--- src/core/iprb_pkg.sv ---
// Purpose: shared constants and types for the interrupt priority bank
// Assumes: 16-bit registers on a plain strobe port, one word per index
// Notes: offsets are register indices on the local port
package iprb_pkg;
    localparam int unsigned IPRB_AW = 3;
    localparam int unsigned IPRB_DW = 16;
    localparam int unsigned IPRB_NREG = 6;
    localparam int unsigned IPRB_NSRC = 19;
    localparam logic [2:0] IPRB_OFS_CTRL_7 = 3'h0;
    localparam logic [2:0] IPRB_OFS_CTRL_8 = 3'h1;
    localparam logic [2:0] IPRB_OFS_CTRL_9 = 3'h2;
    localparam logic [2:0] IPRB_OFS_CTRL_10 = 3'h3;
    localparam logic [2:0] IPRB_OFS_CTRL_11 = 3'h4;
    localparam logic [2:0] IPRB_OFS_CTRL_12 = 3'h5;
    // field low-bit positions
    localparam int unsigned IPRB_POS_HI = 12;
    localparam int unsigned IPRB_POS_MH = 8;
    localparam int unsigned IPRB_POS_ML = 4;
    localparam int unsigned IPRB_POS_LO = 0;
    // implemented-bit masks per register
    localparam logic [15:0] IPRB_MASK_FULL = 16'h7777;
    localparam logic [15:0] IPRB_MASK_10 = 16'h0777;
    localparam logic [15:0] IPRB_MASK_MID = 16'h0770;
    localparam logic [2:0] IPRB_PRIO_RST = 3'h4;
    localparam logic [15:0] IPRB_RST_FULL = 16'h4444;
    localparam logic [15:0] IPRB_RST_10 = 16'h0444;
    localparam logic [15:0] IPRB_RST_MID = 16'h0440;
    localparam logic [2:0] IPRB_PRIO_OFF = 3'h0;

    typedef logic [2:0] iprb_prio_t;

    typedef struct packed {
        logic [IPRB_AW-1:0] addr;
        logic [IPRB_DW-1:0] wdata;
        logic wr;
        logic rd;
    } iprb_req_s;

    // one decoded source: enable and level
    typedef struct packed {
        logic en;
        iprb_prio_t level;
    } iprb_src_s;

    typedef struct packed {
        iprb_prio_t uart2_tx_prio;
        iprb_prio_t uart2_rx_prio;
        iprb_prio_t ext_pin2_prio;
        iprb_prio_t timer5_prio;
        iprb_prio_t crypto_rollover_prio;
        iprb_prio_t crypto_buffer_free_prio;
        iprb_prio_t spi2_transmit_prio;
        iprb_prio_t spi2_general_prio;
        iprb_prio_t capture5_prio;
        iprb_prio_t capture4_prio;
        iprb_prio_t capture3_prio;
        iprb_prio_t dma_ch3_prio;
        iprb_prio_t compare6_prio;
        iprb_prio_t compare5_prio;
        iprb_prio_t capture6_prio;
        iprb_prio_t dma_ch4_prio;
        iprb_prio_t parallel_port_prio;
        iprb_prio_t i2c2_master_event_prio;
        iprb_prio_t i2c2_slave_event_prio;
    } iprb_fields_s;
endpackage

--- src/core/iprb_decode.sv ---
// Purpose: turn one 3-bit priority code into enable and level
// Assumes: code 0 disables, 1..7 are levels with 7 highest
// Notes: purely combinational
`timescale 1ns/100ps
module iprb_decode
(
    input wire iprb_pkg::iprb_prio_t code,
    output iprb_pkg::iprb_src_s src
);
    import iprb_pkg::*;

    always_comb begin
        // zero code never reaches the processor
        src.en = (code != IPRB_PRIO_OFF);
        // code value is the level, 7 top and 1 bottom
        src.level = code;
    end
endmodule

--- src/core/iprb_bank.sv ---
// Purpose: six interrupt priority control registers, 7 through 12
// Assumes: single clock, synchronous active-low reset, plain strobe port
// Notes: read data is registered and valid only the cycle after rd
`timescale 1ns/100ps
module iprb_bank
(
    input wire logic ref_clk,
    input wire logic rstn,
    input wire iprb_pkg::iprb_req_s req,
    output logic [iprb_pkg::IPRB_DW-1:0] rdata,
    output iprb_pkg::iprb_fields_s prio,
    output iprb_pkg::iprb_src_s [iprb_pkg::IPRB_NSRC-1:0] src
);
    import iprb_pkg::*;

    logic [IPRB_DW-1:0] ctrl7_r;
    logic [IPRB_DW-1:0] ctrl8_r;
    logic [IPRB_DW-1:0] ctrl9_r;
    logic [IPRB_DW-1:0] ctrl10_r;
    logic [IPRB_DW-1:0] ctrl11_r;
    logic [IPRB_DW-1:0] ctrl12_r;
    logic [IPRB_DW-1:0] rdata_r;
    logic [IPRB_DW-1:0] rdata_nxt;
    iprb_prio_t codes [IPRB_NSRC];

    // implemented-bit mask of a register index
    function automatic logic [15:0] reg_mask(input logic [2:0] a);
        case (a)
            IPRB_OFS_CTRL_7, IPRB_OFS_CTRL_8, IPRB_OFS_CTRL_9:
                reg_mask = IPRB_MASK_FULL;
            IPRB_OFS_CTRL_10: reg_mask = IPRB_MASK_10;
            IPRB_OFS_CTRL_11, IPRB_OFS_CTRL_12: reg_mask = IPRB_MASK_MID;
            default: reg_mask = 16'h0000;
        endcase
    endfunction

    function automatic iprb_prio_t fld(input logic [15:0] v,
                                       input int unsigned pos);
        fld = v[pos +: 3];
    endfunction

    function automatic logic hit(input iprb_req_s r, input logic [2:0] a);
        hit = r.wr && (r.addr == a);
    endfunction

    // masking on write drops unused bits
    always_ff @(posedge ref_clk) begin
        if (!rstn) begin
            ctrl7_r <= IPRB_RST_FULL;
        end else if (hit(req, IPRB_OFS_CTRL_7)) begin
            ctrl7_r <= req.wdata & IPRB_MASK_FULL;
        end
    end

    always_ff @(posedge ref_clk) begin
        if (!rstn) begin
            ctrl8_r <= IPRB_RST_FULL;
        end else if (hit(req, IPRB_OFS_CTRL_8)) begin
            ctrl8_r <= req.wdata & IPRB_MASK_FULL;
        end
    end

    always_ff @(posedge ref_clk) begin
        if (!rstn) begin
            ctrl9_r <= IPRB_RST_FULL;
        end else if (hit(req, IPRB_OFS_CTRL_9)) begin
            ctrl9_r <= req.wdata & IPRB_MASK_FULL;
        end
    end

    always_ff @(posedge ref_clk) begin
        if (!rstn) begin
            ctrl10_r <= IPRB_RST_10;
        end else if (hit(req, IPRB_OFS_CTRL_10)) begin
            ctrl10_r <= req.wdata & IPRB_MASK_10;
        end
    end

    always_ff @(posedge ref_clk) begin
        if (!rstn) begin
            ctrl11_r <= IPRB_RST_MID;
        end else if (hit(req, IPRB_OFS_CTRL_11)) begin
            ctrl11_r <= req.wdata & IPRB_MASK_MID;
        end
    end

    always_ff @(posedge ref_clk) begin
        if (!rstn) begin
            ctrl12_r <= IPRB_RST_MID;
        end else if (hit(req, IPRB_OFS_CTRL_12)) begin
            ctrl12_r <= req.wdata & IPRB_MASK_MID;
        end
    end

    // unmapped indices read as zero; reads have no side effect
    always_comb begin
        rdata_nxt = '0;
        case (req.addr)
            IPRB_OFS_CTRL_7: rdata_nxt = ctrl7_r;
            IPRB_OFS_CTRL_8: rdata_nxt = ctrl8_r;
            IPRB_OFS_CTRL_9: rdata_nxt = ctrl9_r;
            IPRB_OFS_CTRL_10: rdata_nxt = ctrl10_r;
            IPRB_OFS_CTRL_11: rdata_nxt = ctrl11_r;
            IPRB_OFS_CTRL_12: rdata_nxt = ctrl12_r;
            default: rdata_nxt = '0;
        endcase
        // belt and braces: stored bits are already masked
        rdata_nxt = rdata_nxt & reg_mask(req.addr);
    end

    // data held at zero outside the answer cycle
    always_ff @(posedge ref_clk) begin
        if (!rstn) begin
            rdata_r <= '0;
        end else if (req.rd) begin
            rdata_r <= rdata_nxt;
        end else begin
            rdata_r <= '0;
        end
    end

    assign rdata = rdata_r;

    always_comb begin
        prio.uart2_tx_prio = fld(ctrl7_r, IPRB_POS_HI);
        prio.uart2_rx_prio = fld(ctrl7_r, IPRB_POS_MH);
        prio.ext_pin2_prio = fld(ctrl7_r, IPRB_POS_ML);
        prio.timer5_prio = fld(ctrl7_r, IPRB_POS_LO);
        prio.crypto_rollover_prio = fld(ctrl8_r, IPRB_POS_HI);
        prio.crypto_buffer_free_prio = fld(ctrl8_r, IPRB_POS_MH);
        prio.spi2_transmit_prio = fld(ctrl8_r, IPRB_POS_ML);
        prio.spi2_general_prio = fld(ctrl8_r, IPRB_POS_LO);
        prio.capture5_prio = fld(ctrl9_r, IPRB_POS_HI);
        prio.capture4_prio = fld(ctrl9_r, IPRB_POS_MH);
        prio.capture3_prio = fld(ctrl9_r, IPRB_POS_ML);
        prio.dma_ch3_prio = fld(ctrl9_r, IPRB_POS_LO);
        prio.compare6_prio = fld(ctrl10_r, IPRB_POS_MH);
        prio.compare5_prio = fld(ctrl10_r, IPRB_POS_ML);
        prio.capture6_prio = fld(ctrl10_r, IPRB_POS_LO);
        prio.dma_ch4_prio = fld(ctrl11_r, IPRB_POS_MH);
        prio.parallel_port_prio = fld(ctrl11_r, IPRB_POS_ML);
        prio.i2c2_master_event_prio = fld(ctrl12_r, IPRB_POS_MH);
        prio.i2c2_slave_event_prio = fld(ctrl12_r, IPRB_POS_ML);
    end

    // src index 18 is uart2 tx, down to 0 for i2c2 slave (struct order)
    always_comb begin
        for (int i = 0; i < IPRB_NSRC; i++) begin
            codes[i] = prio[i*3 +: 3];
        end
    end

    for (genvar g = 0; g < IPRB_NSRC; g++) begin : g_dec
        iprb_decode u_dec (
            .code(codes[g]),
            .src(src[g])
        );
    end
endmodule

--- config.mk ---
export PLATFORM = sky130hd
export DESIGN_NAME = iprb_bank
export DESIGN_NICKNAME = d
export VERILOG_FILES = /design/src/core/iprb_pkg.sv /design/src/core/iprb_decode.sv /design/src/core/iprb_bank.sv
export SDC_FILE = /design/constraint.sdc
export NUM_CORES = 1
export LEC_CHECK = 0
export BUFFER_PORTS_ARGS = -buffer_cell sky130_fd_sc_hd__clkbuf_2
export CAP_MARGIN = 20
export CORE_MARGIN = 1
export CORE_UTILIZATION = 46
export DETAILED_ROUTE_END_ITERATION = 7
export GPL_TIMING_DRIVEN = 0
export PLACE_DENSITY_LB_ADDON = 0.2
export SKIP_CTS_REPAIR_TIMING = 1
export SYNTH_ARGS = -nofsm -noshare
export SYNTH_HDL_FRONTEND = slang
export SYNTH_HIERARCHICAL = 1
export SYNTH_SLANG_ARGS = --single-unit
--- constraint.sdc ---
create_clock -name ref_clk -period 1.4 [get_ports ref_clk]
set_input_delay 0.07 -clock ref_clk [delete_from_list [all_inputs] [get_ports ref_clk]]
set_output_delay 0.07 -clock ref_clk [all_outputs]
set_load 0.03 [all_outputs]
After elaboration in Yosys (flattened, before gate mapping)
Cells that the tools add are included.
- register bits: 73
- bits of input ports: 23
- output and inout port bits: 149
- eq/ne operators: 5
- mux-type cells: 2
- bitwise gates (word level): 1
- reductions and logical operators: 29
- operators by type and width (operator ; number):
    $pmux W15 S6 ; 1
    $reduce_bool A3 Y1 ; 19
    $pmux W15 S3 ; 1
    $and A16 B16 Y16 ; 1
    $eq A3 B2 Y1 const B ; 2
    $eq A3 B3 Y1 const B ; 2
    $logic_and A1 B1 Y1 ; 6
    $eq A3 B1 Y1 const B ; 1
    $logic_not A3 Y1 ; 1
    $reduce_or A3 Y1 ; 1
    $reduce_and A2 Y1 ; 1
    $reduce_or A2 Y1 ; 1

Logic depth before layout (Yosys ltp)
Gate-level depths: netlist of the first run.
- depth in word-level cells: 4
- mapped depth: 6
- depth with buffers taken out: 3

Modules after synthesis
The synthesis of the first run kept the hierarchy.
- modules (own cells, without submodules) (module ; instances ; cells each ; area an instance (sq um)):
    iprb_bank ; 1 ; 327 ; 3009.1
    iprb_decode ; 19 ; 4 ; 28.8

Worst setup path after synthesis of the first run
Ideal clock, no wire load.
- kind: reg-to-reg
- start: reg ctrl10_r[9]
- end: reg rdata_r[9] (netlist: rdata[9])
- setup time: 0.117 ns
- arrival: 1.081 ns
- required time: 1.283 ns
- slack: 0.202 ns
- cell stages (with the launch flop): 4
- buffers on the path: 0
- period minus slack after synthesis: 1.198 ns
- cell sequence: dfxtp_1 -> mux4_2 -> a22oi_1 -> nor2_1
- longest elaborated chain between the ends: 2
- ends and longest elaborated chain (item ; line ; text):
    start, declared ; iprb_bank.sv:19 ; logic [IPRB_DW-1:0] ctrl10_r;
    start signal, assigned ; iprb_bank.sv:75 ; ctrl10_r <= req.wdata & IPRB_MASK_10;
    $pmux W15 S6 ; iprb_bank.sv:98 ; case (req.addr)
    $and A16 B16 Y16 ; iprb_bank.sv:108 ; rdata_nxt = rdata_nxt & reg_mask(req.addr);
    end signal, assigned ; iprb_bank.sv:116 ; rdata_r <= rdata_nxt;
    end, declared ; iprb_bank.sv:22 ; logic [IPRB_DW-1:0] rdata_r;
Every way passes these cells.
A chain may end at the register's enable or synchronous reset.

==> impl_results.rst, run 1 <==
.. list-table::
   :header-rows: 1

   * - Metric
     - Value
   * - Final standard cell count with taps included and fillers excluded
     - 682
   * - Vias in the first global route
     - 3175
   * - Rel. slew slack
     - 62.8%
   * - H-Tree Depth
     - 3
   * - Clock net sink count
     - 69
   * - Pre-antenna DRT Iters
     - 5
   * - I/O pins
     - 172
   * - Vias per cell
     - 5.02
   * - Required time worst endpoint
     - 1.33 ns
   * - Largest vdd supply drop
     - 609 uV
   * - Die area
     - 8090 um^2
   * - Maximum number of buffers from clock root to sink
     - 2
   * - Die width
     - 89.9 um
   * - Highest achievable clock rate
     - 741 MHz
   * - Clock root buffer master
     - sky130_fd_sc_hd__clkbuf_8
   * - Final ANT Viol Nets
     - 0
   * - Netlist cell types
     - 32
   * - Clock slew at reported path FFs
     - 0.08 ns
   * - Critical path cell sequence
     - or3_1 -> clkbuf_2
   * - Synthesized-area fraction occupied by ao, oa, aoi and oai cells
     - 10.2%
   * - Per-cell routed wire length
     - 14.6 um
   * - Synth Area in XOR/XNOR
     - 0%
   * - Setup violators final
     - 0
   * - Run status
     - complete, but fails checks
   * - Number of rows in the core area
     - 31
   * - Sequential cell area
     - 1380 um^2
   * - Maximum net fanout on the critical path
     - 5
   * - Master of the slowest instance on the critical path
     - sky130_fd_sc_hd__or3_1
   * - Wire length of the first global-routing pass
     - 16200 um
   * - Multi-input gate area in the final layout
     - 1590 um^2
   * - Mux cell area share after synthesis
     - 10.4%
   * - Arithmetic-cell share of the synthesized area counting full adders, half adders and majority gates
     - 0%
   * - Post-DP HPWL
     - 7740 um
   * - Crit path buf inv count
     - 1
   * - Smallest hold slack
     - -0.0110 ns
   * - Share of synthesized area occupied by flip-flops and latches
     - 38.8%
   * - Flops & latches, synth
     - 69
   * - Floorplan die height
     - 89.9 um
   * - Total detailed-routing wirelength
     - 9950 um
   * - Total standard cell area after synthesis
     - 3560 um^2
   * - Skew final
     - 0.00765 ns
   * - PortBufs
     - 160
   * - Crit path kind
     - register to primary output
   * - Final Hold Vio Count
     - 4
   * - Number of cells after detailed placement
     - 665
   * - Floorplan core area
     - 7370 um^2
   * - Yosys synthesis warning count
     - 6
   * - Avg Inst Size Synth
     - 8.82 um^2
   * - Gate Count Post-Synth
     - 403
   * - Clock period minus final worst setup slack
     - 1.35 ns
   * - Longest individual stage delay on the worst path
     - 0.38 ns
   * - Core occupancy in the finished layout
     - 63.9%
   * - Post-layout nets
     - 601
   * - RSZ-0062 raised after global routing
     - false
   * - Number of antenna violations at the first check in global routing
     - 0
   * - Grt ovf
     - 0
   * - Hold depth
     - 3
   * - Class of the tightest hold or removal check
     - input port to register
   * - Maximum number of pins on one net before global-route repair
     - 12
   * - Area Overhead vs Synth
     - 32.4%
   * - Filler instances
     - 655
   * - Number of pins with negative max-slew slack in the final report
     - 0
   * - Total power per unit cell area
     - 964 nW/um^2
   * - DRC Markers
     - 0
   * - Kind of end point of the critical path
     - primary output
   * - Clock buffer count from CTS
     - 9
   * - CTS tree
     - built
   * - Post-route fraction of the period consumed by the critical path
     - 96.5%
   * - Kind of launch point of the worst setup path
     - register
   * - Setup TNS
     - 0 ns
   * - Initial standard-cell utilization of the core
     - 48.3%
   * - Worst-skew pair later-pin latency
     - 0.34 ns
   * - Number of maximum-capacitance violations
     - 0
   * - GPL Wtd Cong
     - 0.826
   * - Cell family with most CP delay
     - simple AND/OR/NAND/NOR gates
   * - FF-to-FF path depth
     - 3
   * - Total leakage power
     - 2.30 nW
   * - Simple-gate portion of the synthesized area
     - 23.7%
   * - Main combinational cell family by area after synthesis
     - simple AND/OR/NAND/NOR gates
   * - Antenna Diode Count
     - 0
   * - DRT iter0 DRCs
     - 150
   * - Crit path depth
     - 2
   * - Via count
     - 3425
   * - Share of cells above drive strength 1
     - 46.0%
   * - Actual transition at the worst max-transition pin
     - 0.559 ns
   * - All-layer global routing usage
     - 25.1%
   * - Data arrival time of the critical path
     - 1.28 ns
   * - Failing checks
     - negative hold slack
state kept, by name, indices dropped and copies added (netlist names):
register / flops
ctrl7_r: 12
ctrl9_r: 12
ctrl12_r: 6
ctrl10_r: 9
ctrl11_r: 6
ctrl8_r: 12
rdata: 12
cells by family after synthesis:
| family | count (synthesis) |
|---|---|
| compound gates | 48 |
| other cells | 1 |
| flops | 69 |
| buf+inv | 86 |
| simple gates | 167 |
| mux | 32 |
metrics by stage:
stage               setup slack [ns]  power [mW]  hold slack (ns)  cell area (um^2)
floorplan                      0.202        2.62            0.194              3570
global placement              0.0810        2.83            0.337              4490
detailed placement            0.0575        2.84            0.340              4490
CTS                           0.0528        4.55          -0.0153              4700
global route                 0.00915        4.70          0.00148              4710
finish                        0.0496        4.54          -0.0110              4710
per-layer routing:
metal | up-vias | share of wire, % | global-route usage (%)
met5 | - | 0 | 0
met4 | 0 | 1.6 | 8.06
met1 | 1602 | 44 | 33.5
met2 | 157 | 47 | 41.0
met3 | 20 | 8.2 | 4.74
li1 | 1646 | - | -
power breakdown:
part	internal, mW	total (mW)	leakage, nW	switching [mW]
clock	1.00	1.74	0.101	0.736
sequential	2.01	2.07	0.560	0.0592
combinational	0.266	0.731	1.64	0.465
total	3.28	4.54	2.30	1.26
layout by cell type, fill, tap and decap left out, drive strengths merged, types with 2 or more instances in the layout:
cell type | Yosys | final
nand2 | 96 | 96
a2bb2oi | 6 | 6
a22oi | 7 | 7
conb | 1 | 4
mux4 | 3 | 3
nor2 | 8 | 8
nand3 | 17 | 17
nand4b | 2 | 2
and4bb | 3 | 3
a31oi | 2 | 2
bufinv | 0 | 2
or3 | 20 | 20
nand4bb | 2 | 2
mux2 | 10 | 10
buf | 77 | 78
a21boi | 30 | 30
dfxtp | 69 | 69
mux2i | 19 | 19
clkbuf | 8 | 179
o22ai | 3 | 3
nor2b | 13 | 13
cells in the mapped netlist:
| master | number | area [um^2] |
|---|---|---|
| sky130_fd_sc_hd__a21boi_1 | 19 | 143 |
| sky130_fd_sc_hd__conb_1 | 1 | 3.75 |
| sky130_fd_sc_hd__buf_6 | 2 | 22.5 |
| sky130_fd_sc_hd__nor4b_4 | 1 | 23.8 |
| sky130_fd_sc_hd__nand4b_2 | 2 | 30.0 |
| sky130_fd_sc_hd__or3_1 | 20 | 125 |
| sky130_fd_sc_hd__mux2i_1 | 19 | 190 |
| sky130_fd_sc_hd__and4bb_2 | 2 | 25.0 |
| sky130_fd_sc_hd__a21boi_0 | 11 | 82.6 |
| sky130_fd_sc_hd__nand2_1 | 96 | 360 |
| sky130_fd_sc_hd__buf_1 | 1 | 3.75 |
| sky130_fd_sc_hd__and4b_1 | 1 | 10.0 |
| sky130_fd_sc_hd__clkbuf_1 | 8 | 30.0 |
| sky130_fd_sc_hd__nand3_1 | 17 | 85.1 |
| sky130_fd_sc_hd__nor4bb_1 | 1 | 10.0 |
| sky130_fd_sc_hd__a31oi_1 | 2 | 12.5 |
| sky130_fd_sc_hd__a2bb2oi_1 | 6 | 52.6 |
| sky130_fd_sc_hd__nor2b_1 | 13 | 81.3 |
| sky130_fd_sc_hd__o22ai_1 | 3 | 18.8 |
| sky130_fd_sc_hd__buf_4 | 66 | 495 |
| sky130_fd_sc_hd__nand4bb_1 | 2 | 22.5 |
| sky130_fd_sc_hd__or4b_4 | 1 | 13.8 |
| sky130_fd_sc_hd__a22oi_1 | 7 | 52.6 |
| sky130_fd_sc_hd__buf_2 | 8 | 40.0 |
| sky130_fd_sc_hd__inv_1 | 1 | 3.75 |
| sky130_fd_sc_hd__mux4_2 | 3 | 67.6 |
| sky130_fd_sc_hd__nand3b_1 | 1 | 7.51 |
| sky130_fd_sc_hd__nor2_1 | 8 | 30.0 |
| sky130_fd_sc_hd__dfxtp_1 | 69 | 1380 |
| sky130_fd_sc_hd__and4bb_1 | 1 | 12.5 |
| sky130_fd_sc_hd__and2_1 | 1 | 6.26 |
| sky130_fd_sc_hd__mux2_2 | 10 | 113 |
cell type report:
type	count	area share [%]
Clock buffer	12	2.87
Tap cell	99	2.63
Clock inverter	4	1.54
Timing Repair Buffer	161	17.2
Inverter	1	0.0797
Multi-Input combinational cell	251	33.8
Sequential cell	69	29.3
Buffer	85	12.6
worst paths after layout:
kind         slack, ns           to        start
max reg2reg       0.19     rdata[9]  ctrl10_r[9]
min reg2reg       0.51  ctrl10_r[8]  ctrl10_r[8]
max               0.05      src[23]  ctrl10_r[5]
min              -0.01  ctrl9_r[14]      req[16]
worst reg2reg max path: stages (launching register included):
cell	delay (ns)
sky130_fd_sc_hd__dfxtp_1	0.37
sky130_fd_sc_hd__mux4_2	0.51
sky130_fd_sc_hd__a22oi_1	0.17
sky130_fd_sc_hd__nor2_1	0.06
No activity file was read; power rests on OpenSTA's default activity.
==> run 2: changes to the inputs <==
- clock period: 1.4 -> 1.45 ns (I/O delays scaled with it)
==> run 2 against run 1 <==
Effect of this change: the flow still finishes with violations (negative hold slack); register-to-register slack improved by 0.05 ns; die area unchanged; largest cell class unchanged; clock power decreased by 3%; hold slack improved by 0.0025 ns; first-iteration DRC count unchanged; power decreased by 3.4%; global-route usage unchanged.
==> impl_results.rst, run 2 (synthesis gave the netlist of run 1 again) <==
.. list-table::
   :header-rows: 1

   * - Metric
     - Value
   * - Run status
     - complete, but fails checks
   * - Failing checks
     - negative hold slack
   * - Number of antenna violations at the first check in global routing
     - 0
   * - Critical path origin
     - ctrl10_r[5]
   * - Leading cell type in the layout, fill and taps excluded
     - sky130_fd_sc_hd__clkbuf_2
   * - Clock slew at reported path FFs
     - 0.08 ns
   * - Setup TNS
     - 0 ns
   * - Post-layout nets
     - 601
   * - Number of rows in the core area
     - 31
   * - Post-DP HPWL
     - 7740 um
   * - Required time worst endpoint
     - 1.38 ns
   * - RSZ-0062 raised after global routing
     - false
   * - Die width
     - 89.9 um
   * - Antenna Diode Count
     - 0
   * - Maximum number of buffers from clock root to sink
     - 2
   * - Worst-skew pair later-pin latency
     - 0.34 ns
   * - Smallest hold slack
     - -0.00847 ns
   * - Clock root buffer master
     - sky130_fd_sc_hd__clkbuf_8
   * - Maximum number of pins on one net before global-route repair
     - 12
   * - Total power per unit cell area
     - 930 nW/um^2
   * - Class of the tightest hold or removal check
     - input port to register
   * - Total detailed-routing wirelength
     - 9950 um
   * - Cell area after placement
     - 4490 um^2
   * - Number of pins with negative max-slew slack in the final report
     - 0
   * - Initial standard-cell utilization of the core
     - 48.3%
   * - Worst r2r dst
     - rdata[9]
   * - Crit path kind
     - register to primary output
   * - Clock period minus final worst setup slack
     - 1.35 ns
   * - Maximum net fanout on the critical path
     - 5
   * - Highest achievable clock rate
     - 739 MHz
   * - Total leakage power
     - 2.31 nW
   * - Post-route fraction of the period consumed by the critical path
     - 93.3%
   * - Final ANT Viol Nets
     - 0
   * - CP Capture Point
     - src[23]
   * - Floorplan die height
     - 89.9 um
   * - Floorplan core area
     - 7370 um^2
   * - Vias in the first global route
     - 3175
   * - DRC Markers
     - 0
   * - DRT iter0 DRCs
     - 150
   * - Rel. slew slack
     - 62.8%
   * - FF-to-FF path depth
     - 3
   * - H-Tree Depth
     - 3
   * - Number of cells after detailed placement
     - 665
   * - Highest-count cells in the layout ignoring fill and taps
     - sky130_fd_sc_hd__clkbuf_2, sky130_fd_sc_hd__nand2_1, sky130_fd_sc_hd__dfxtp_1
   * - Clock net sink count
     - 69
   * - Per-cell routed wire length
     - 14.6 um
   * - Clock buffer count from CTS
     - 9
   * - Setup violators final
     - 0
   * - Filler instances
     - 655
   * - GPL Wtd Cong
     - 0.826
   * - I/O pins
     - 172
   * - Wire length of the first global-routing pass
     - 16200 um
   * - Kind of end point of the critical path
     - primary output
   * - Beginning of the worst register-to-register path
     - ctrl10_r[9]
   * - Data arrival time of the critical path
     - 1.28 ns
   * - PortBufs
     - 160
   * - Pre-antenna DRT Iters
     - 5
   * - Area Overhead vs Synth
     - 32.4%
   * - Final Hold Vio Count
     - 3
   * - CTS tree
     - built
   * - Vias per cell
     - 5.02
   * - Kind of launch point of the worst setup path
     - register
   * - All-layer global routing usage
     - 25.1%
   * - Via count
     - 3425
   * - Actual transition at the worst max-transition pin
     - 0.559 ns
   * - Reg-to-reg setup timing slack
     - 0.24 ns
   * - Share of cells above drive strength 1
     - 46.0%
   * - Number of maximum-capacitance violations
     - 0
   * - Summed area of non-filler cells in the final layout
     - 4710 um^2
   * - Die area
     - 8090 um^2
   * - Largest vdd supply drop
     - 588 uV
   * - Final standard cell count with taps included and fillers excluded
     - 682
   * - Grt ovf
     - 0
   * - Skew final
     - 0.00765 ns
run 2: critical path: stages, from the launching register on:
cell and delay (ns):
sky130_fd_sc_hd__dfxtp_1 0.37, sky130_fd_sc_hd__or3_1 0.38, sky130_fd_sc_hd__clkbuf_2 0.19
run 2: stage by stage:
stage | utilization [%] | worst slack [ns] | power (mW)
finish | 63.9 | 0.0971 | 4.38
global route | 63.9 | 0.0332 | 4.54
CTS | 63.8 | 0.100 | 4.39
detailed placement | 61.0 | 0.105 | 2.74
global placement | 61.0 | 0.129 | 2.73
floorplan | - | 0.252 | 2.53
run 2: worst min-delay path by stage:
stage / slack [ns] / startpoint / cells past startpoint / to
floorplan: 0.20 / req[12] / 2 / ctrl10_r[10]
global placement: 0.34 / req[14] / 3 / ctrl7_r[12]
detailed placement: 0.34 / req[16] / 3 / ctrl9_r[14]
CTS: -0.01 / req[16] / 3 / ctrl9_r[14]
global route: 0.004 / req[15] / 3 / ctrl7_r[13]
finish: -0.008 / req[16] / 3 / ctrl9_r[14]
run 2: metal layers:
layer,global-route usage (%),wire (um),vias up
li1,-,-,1646
met1,33.5,4350,1603
met2,41.0,4630,156
met3,4.74,815,20
met4,8.06,156,0
met5,0,0,-
run 2: final cells by class:
type	instances	area, um^2	area share [%]
Multi-Input combinational cell	251	1590	33.8
Sequential cell	69	1380	29.3
Timing Repair Buffer	161	811	17.2
Buffer	85	592	12.6
Clock buffer	12	135	2.87
Tap cell	99	124	2.63
Clock inverter	4	72.6	1.54
Inverter	1	3.75	0.0797
run 2: where the power goes:
| group | switching, mW | internal (mW) | total [mW] |
|---|---|---|---|
| combinational | 0.449 | 0.257 | 0.706 |
| clock | 0.710 | 0.969 | 1.68 |
| sequential | 0.0572 | 1.94 | 2.00 |
| total | 1.22 | 3.17 | 4.38 |
==> run 3: changes to the inputs <==
- CAP_MARGIN: 20 -> unset
- CORE_UTILIZATION: 46 -> 47
- SYNTH_HIERARCHICAL: 1 -> unset
==> run 3 against run 2 <==
Effect of this change: the run still ends with negative hold slack left; clock skew fell by 0.00094 ns; via count rose by 2.6%; sequential share of layout area fell by 0.29 points; maximum frequency fell by 1.6%; non-clock buffer count rose by 3; register-to-register slack got worse by 0.06 ns; clock-buffer cell count did not move; sequential power barely moved; largest cell class unchanged; largest power group unchanged.
==> impl_results.rst, run 3 <==
.. list-table::
   :header-rows: 1

   * - Metric
     - Value
   * - Vias in the first global route
     - 3322
   * - Clock buffer count from CTS
     - 9
   * - Master of the slowest instance on the critical path
     - sky130_fd_sc_hd__or3_1
   * - Crit path buf inv count
     - 1
   * - Share of synthesized area occupied by flip-flops and latches
     - 38.1%
   * - Critical path cell sequence
     - or3_1 -> clkbuf_2
   * - Data arrival time of the critical path
     - 1.30 ns
   * - Initial standard-cell utilization of the core
     - 49.3%
   * - Worst-skew pair later-pin latency
     - 0.35 ns
   * - Design Power
     - 4.12 mW
   * - Post-layout nets
     - 612
   * - Antenna Diode Count
     - 0
   * - Kind of end point of the critical path
     - primary output
   * - Most frequently used cell type in the post-synthesis netlist
     - sky130_fd_sc_hd__nand2_1
   * - Total standard cell area after synthesis
     - 3630 um^2
   * - Top layer in use
     - met4
   * - Pre-antenna DRT Iters
     - 5
   * - Number of pins with negative max-slew slack in the final report
     - 0
   * - Clock net sink count
     - 69
   * - Switch share
     - 29.5%
   * - Avg Inst Size Synth
     - 8.81 um^2
   * - Floorplan die height
     - 89.9 um
   * - Netlist cell types
     - 38
   * - Largest vdd supply drop
     - 435 uV
   * - Run status
     - complete, but fails checks
   * - Cell area after placement
     - 4570 um^2
   * - Floorplan core area
     - 7370 um^2
   * - H-Tree Depth
     - 3
   * - Number of maximum-capacitance violations
     - 0
   * - Cell family with most CP delay
     - simple AND/OR/NAND/NOR gates
   * - Post-DP HPWL
     - 7680 um
   * - GPL Wtd Cong
     - 0.844
   * - Actual transition at the worst max-transition pin
     - 0.594 ns
   * - Clock root buffer master
     - sky130_fd_sc_hd__clkbuf_8
   * - Place WS
     - 0.0545 ns
   * - Vias per cell
     - 5.09
   * - Grt ovf
     - 0
   * - Rel. slew slack
     - 60.4%
   * - Net switching power
     - 1.22 mW
   * - Smallest setup slack after layout
     - 0.0747 ns
   * - Final standard cell count with taps included and fillers excluded
     - 691
   * - DRC Markers
     - 0
   * - Required time worst endpoint
     - 1.38 ns
   * - Per-cell routed wire length
     - 15.2 um
   * - Fraction of registers with async set or reset after synthesis
     - 0%
   * - Largest area contributor in the synthesized netlist
     - sky130_fd_sc_hd__dfxtp_1
   * - Kind of launch point of the worst setup path
     - register
   * - Total detailed-routing wirelength
     - 10500 um
   * - Wire length of the first global-routing pass
     - 17100 um
   * - Die width
     - 89.9 um
   * - Crit path kind
     - register to primary output
   * - Final Hold Vio Count
     - 6
   * - Wl on met1
     - 4490 um
   * - Area contributors post-synth
     - sky130_fd_sc_hd__dfxtp_1, sky130_fd_sc_hd__buf_4, sky130_fd_sc_hd__nand2_1, sky130_fd_sc_hd__mux2i_1, sky130_fd_sc_hd__a21boi_1
   * - Skew final
     - 0.00671 ns
   * - CTS tree
     - built
   * - Share of the synthesized area in the top cell type
     - 38.1%
   * - Proportion of power drawn by combinational gates
     - 18.0%
   * - Number of enable flip-flop cells after synthesis
     - 0
   * - Highest-count cells in the layout ignoring fill and taps
     - sky130_fd_sc_hd__clkbuf_2, sky130_fd_sc_hd__nand2_1, sky130_fd_sc_hd__dfxtp_1
   * - Clock slew at reported path FFs
     - 0.07 ns
   * - Flops & latches, synth
     - 69
   * - PortBufs
     - 161
   * - Top cell types by occurrence after synthesis
     - sky130_fd_sc_hd__nand2_1, sky130_fd_sc_hd__dfxtp_1, sky130_fd_sc_hd__buf_4
   * - Number of cells after detailed placement
     - 675
   * - Top_reg_cell synth
     - sky130_fd_sc_hd__dfxtp_1
   * - Maximum number of pins on one net before global-route repair
     - 11
   * - Leading cell type in the layout, fill and taps excluded
     - sky130_fd_sc_hd__clkbuf_2
   * - DRT iter0 DRCs
     - 282
   * - Failing checks
     - negative hold slack
   * - Class of the tightest hold or removal check
     - input port to register
   * - Area Overhead vs Synth
     - 31.0%
   * - Setup TNS
     - 0 ns
   * - Smallest hold slack
     - -0.0116 ns
   * - Total power per unit cell area
     - 867 nW/um^2
   * - Share of cells above drive strength 1
     - 43.8%
   * - All-layer global routing usage
     - 26.6%
   * - Sequential Power Share
     - 48.5%
   * - Post-route fraction of the period consumed by the critical path
     - 94.9%
   * - Wire length on met2
     - 5070 um
   * - Final ANT Viol Nets
     - 0
   * - Yosys synthesis warning count
     - 0
   * - Highest achievable clock rate
     - 727 MHz
   * - Relative contribution of the clock network to total power
     - 33.5%
   * - Via count
     - 3515
   * - Total leakage power
     - 2.38 nW
   * - Gate Count Post-Synth
     - 412
   * - Number of antenna violations at the first check in global routing
     - 0
   * - Longest individual stage delay on the worst path
     - 0.40 ns
   * - Clock period minus final worst setup slack
     - 1.38 ns
   * - Setup violators final
     - 0
   * - Core occupancy in the finished layout
     - 64.5%
   * - Internal Power
     - 2.91 mW
   * - Maximum net fanout on the critical path
     - 5
   * - Number of rows in the core area
     - 31
   * - Die area
     - 8080 um^2
   * - Maximum number of buffers from clock root to sink
     - 2
   * - RSZ-0062 raised after global routing
     - false
   * - Summed area of non-filler cells in the final layout
     - 4760 um^2
   * - I/O pins
     - 172
   * - Met3 wirelength from detailed routing
     - 809 um
[run 3: cell count changes after synthesis, sizes merged, moves of 2 or more]
cell     before  now
mux2i        19   25
o22ai         3    0
o311a         0    4
a31oi         2    0
a22oi         7    2
nor2          8   11
inv           1    4
mux2         10    4
a2bb2oi       6    3
o221ai        0    4
nand3        17   15
and2          1    5
a21oi         0    2
[run 3: layer usage]
metal,up-vias,global-route usage (%)
li1,1681,-
met1,1668,34.6
met2,152,43.6
met3,14,4.99
met4,0,10.9
met5,-,0
[run 3: layout make-up]
| type | instances | area (um^2) |
|---|---|---|
| Clock inverter | 2 | 10.0 |
| Inverter | 4 | 15.0 |
| Tap cell | 99 | 124 |
| Fill cell | 648 | 2610 |
| Buffer | 86 | 633 |
| Clock buffer | 12 | 155 |
| Timing Repair Buffer | 163 | 826 |
| Sequential cell | 69 | 1380 |
| Multi-Input combinational cell | 256 | 1610 |
[run 3: power groups by stage]
| stage | Sequential (mW) | Clock (mW) | Combinational [mW] |
|---|---|---|---|
| CTS | 2.00 | 1.38 | 0.739 |
| floorplan | 2.12 | 0 | 0.437 |
| global route | 2.01 | 1.45 | 0.791 |
| finish | 2.00 | 1.38 | 0.743 |
| detailed placement | 2.04 | 0 | 0.737 |
| global placement | 2.04 | 0 | 0.728 |
[run 3: worst paths after layout]
path,to,cells after the start,start,slack [ns]
worst max-delay path,src[31],2,ctrl9_r[0],0.07
worst min-delay path,ctrl8_r[13],3,req[15],-0.01
worst max register to register,rdata[4],3,ctrl10_r[4],0.18
worst min register to register,ctrl8_r[12],2,ctrl8_r[12],0.50
[run 3: worst min-delay path, cell delays in order]
cell                       delay, ns
sky130_fd_sc_hd__clkbuf_2       0.11
sky130_fd_sc_hd__nand2_1        0.06
sky130_fd_sc_hd__a21boi_1       0.05
[run 3: kinds of logic after synthesis]
| logic type | count (synthesis) | synth area share [%] |
|---|---|---|
| flops | 69 | 38.1 |
| other cells | 1 | 0.103 |
| simple gates | 173 | 24.1 |
| compound gates | 48 | 10.5 |
| mux | 31 | 9.38 |
| buf+inv | 90 | 17.9 |
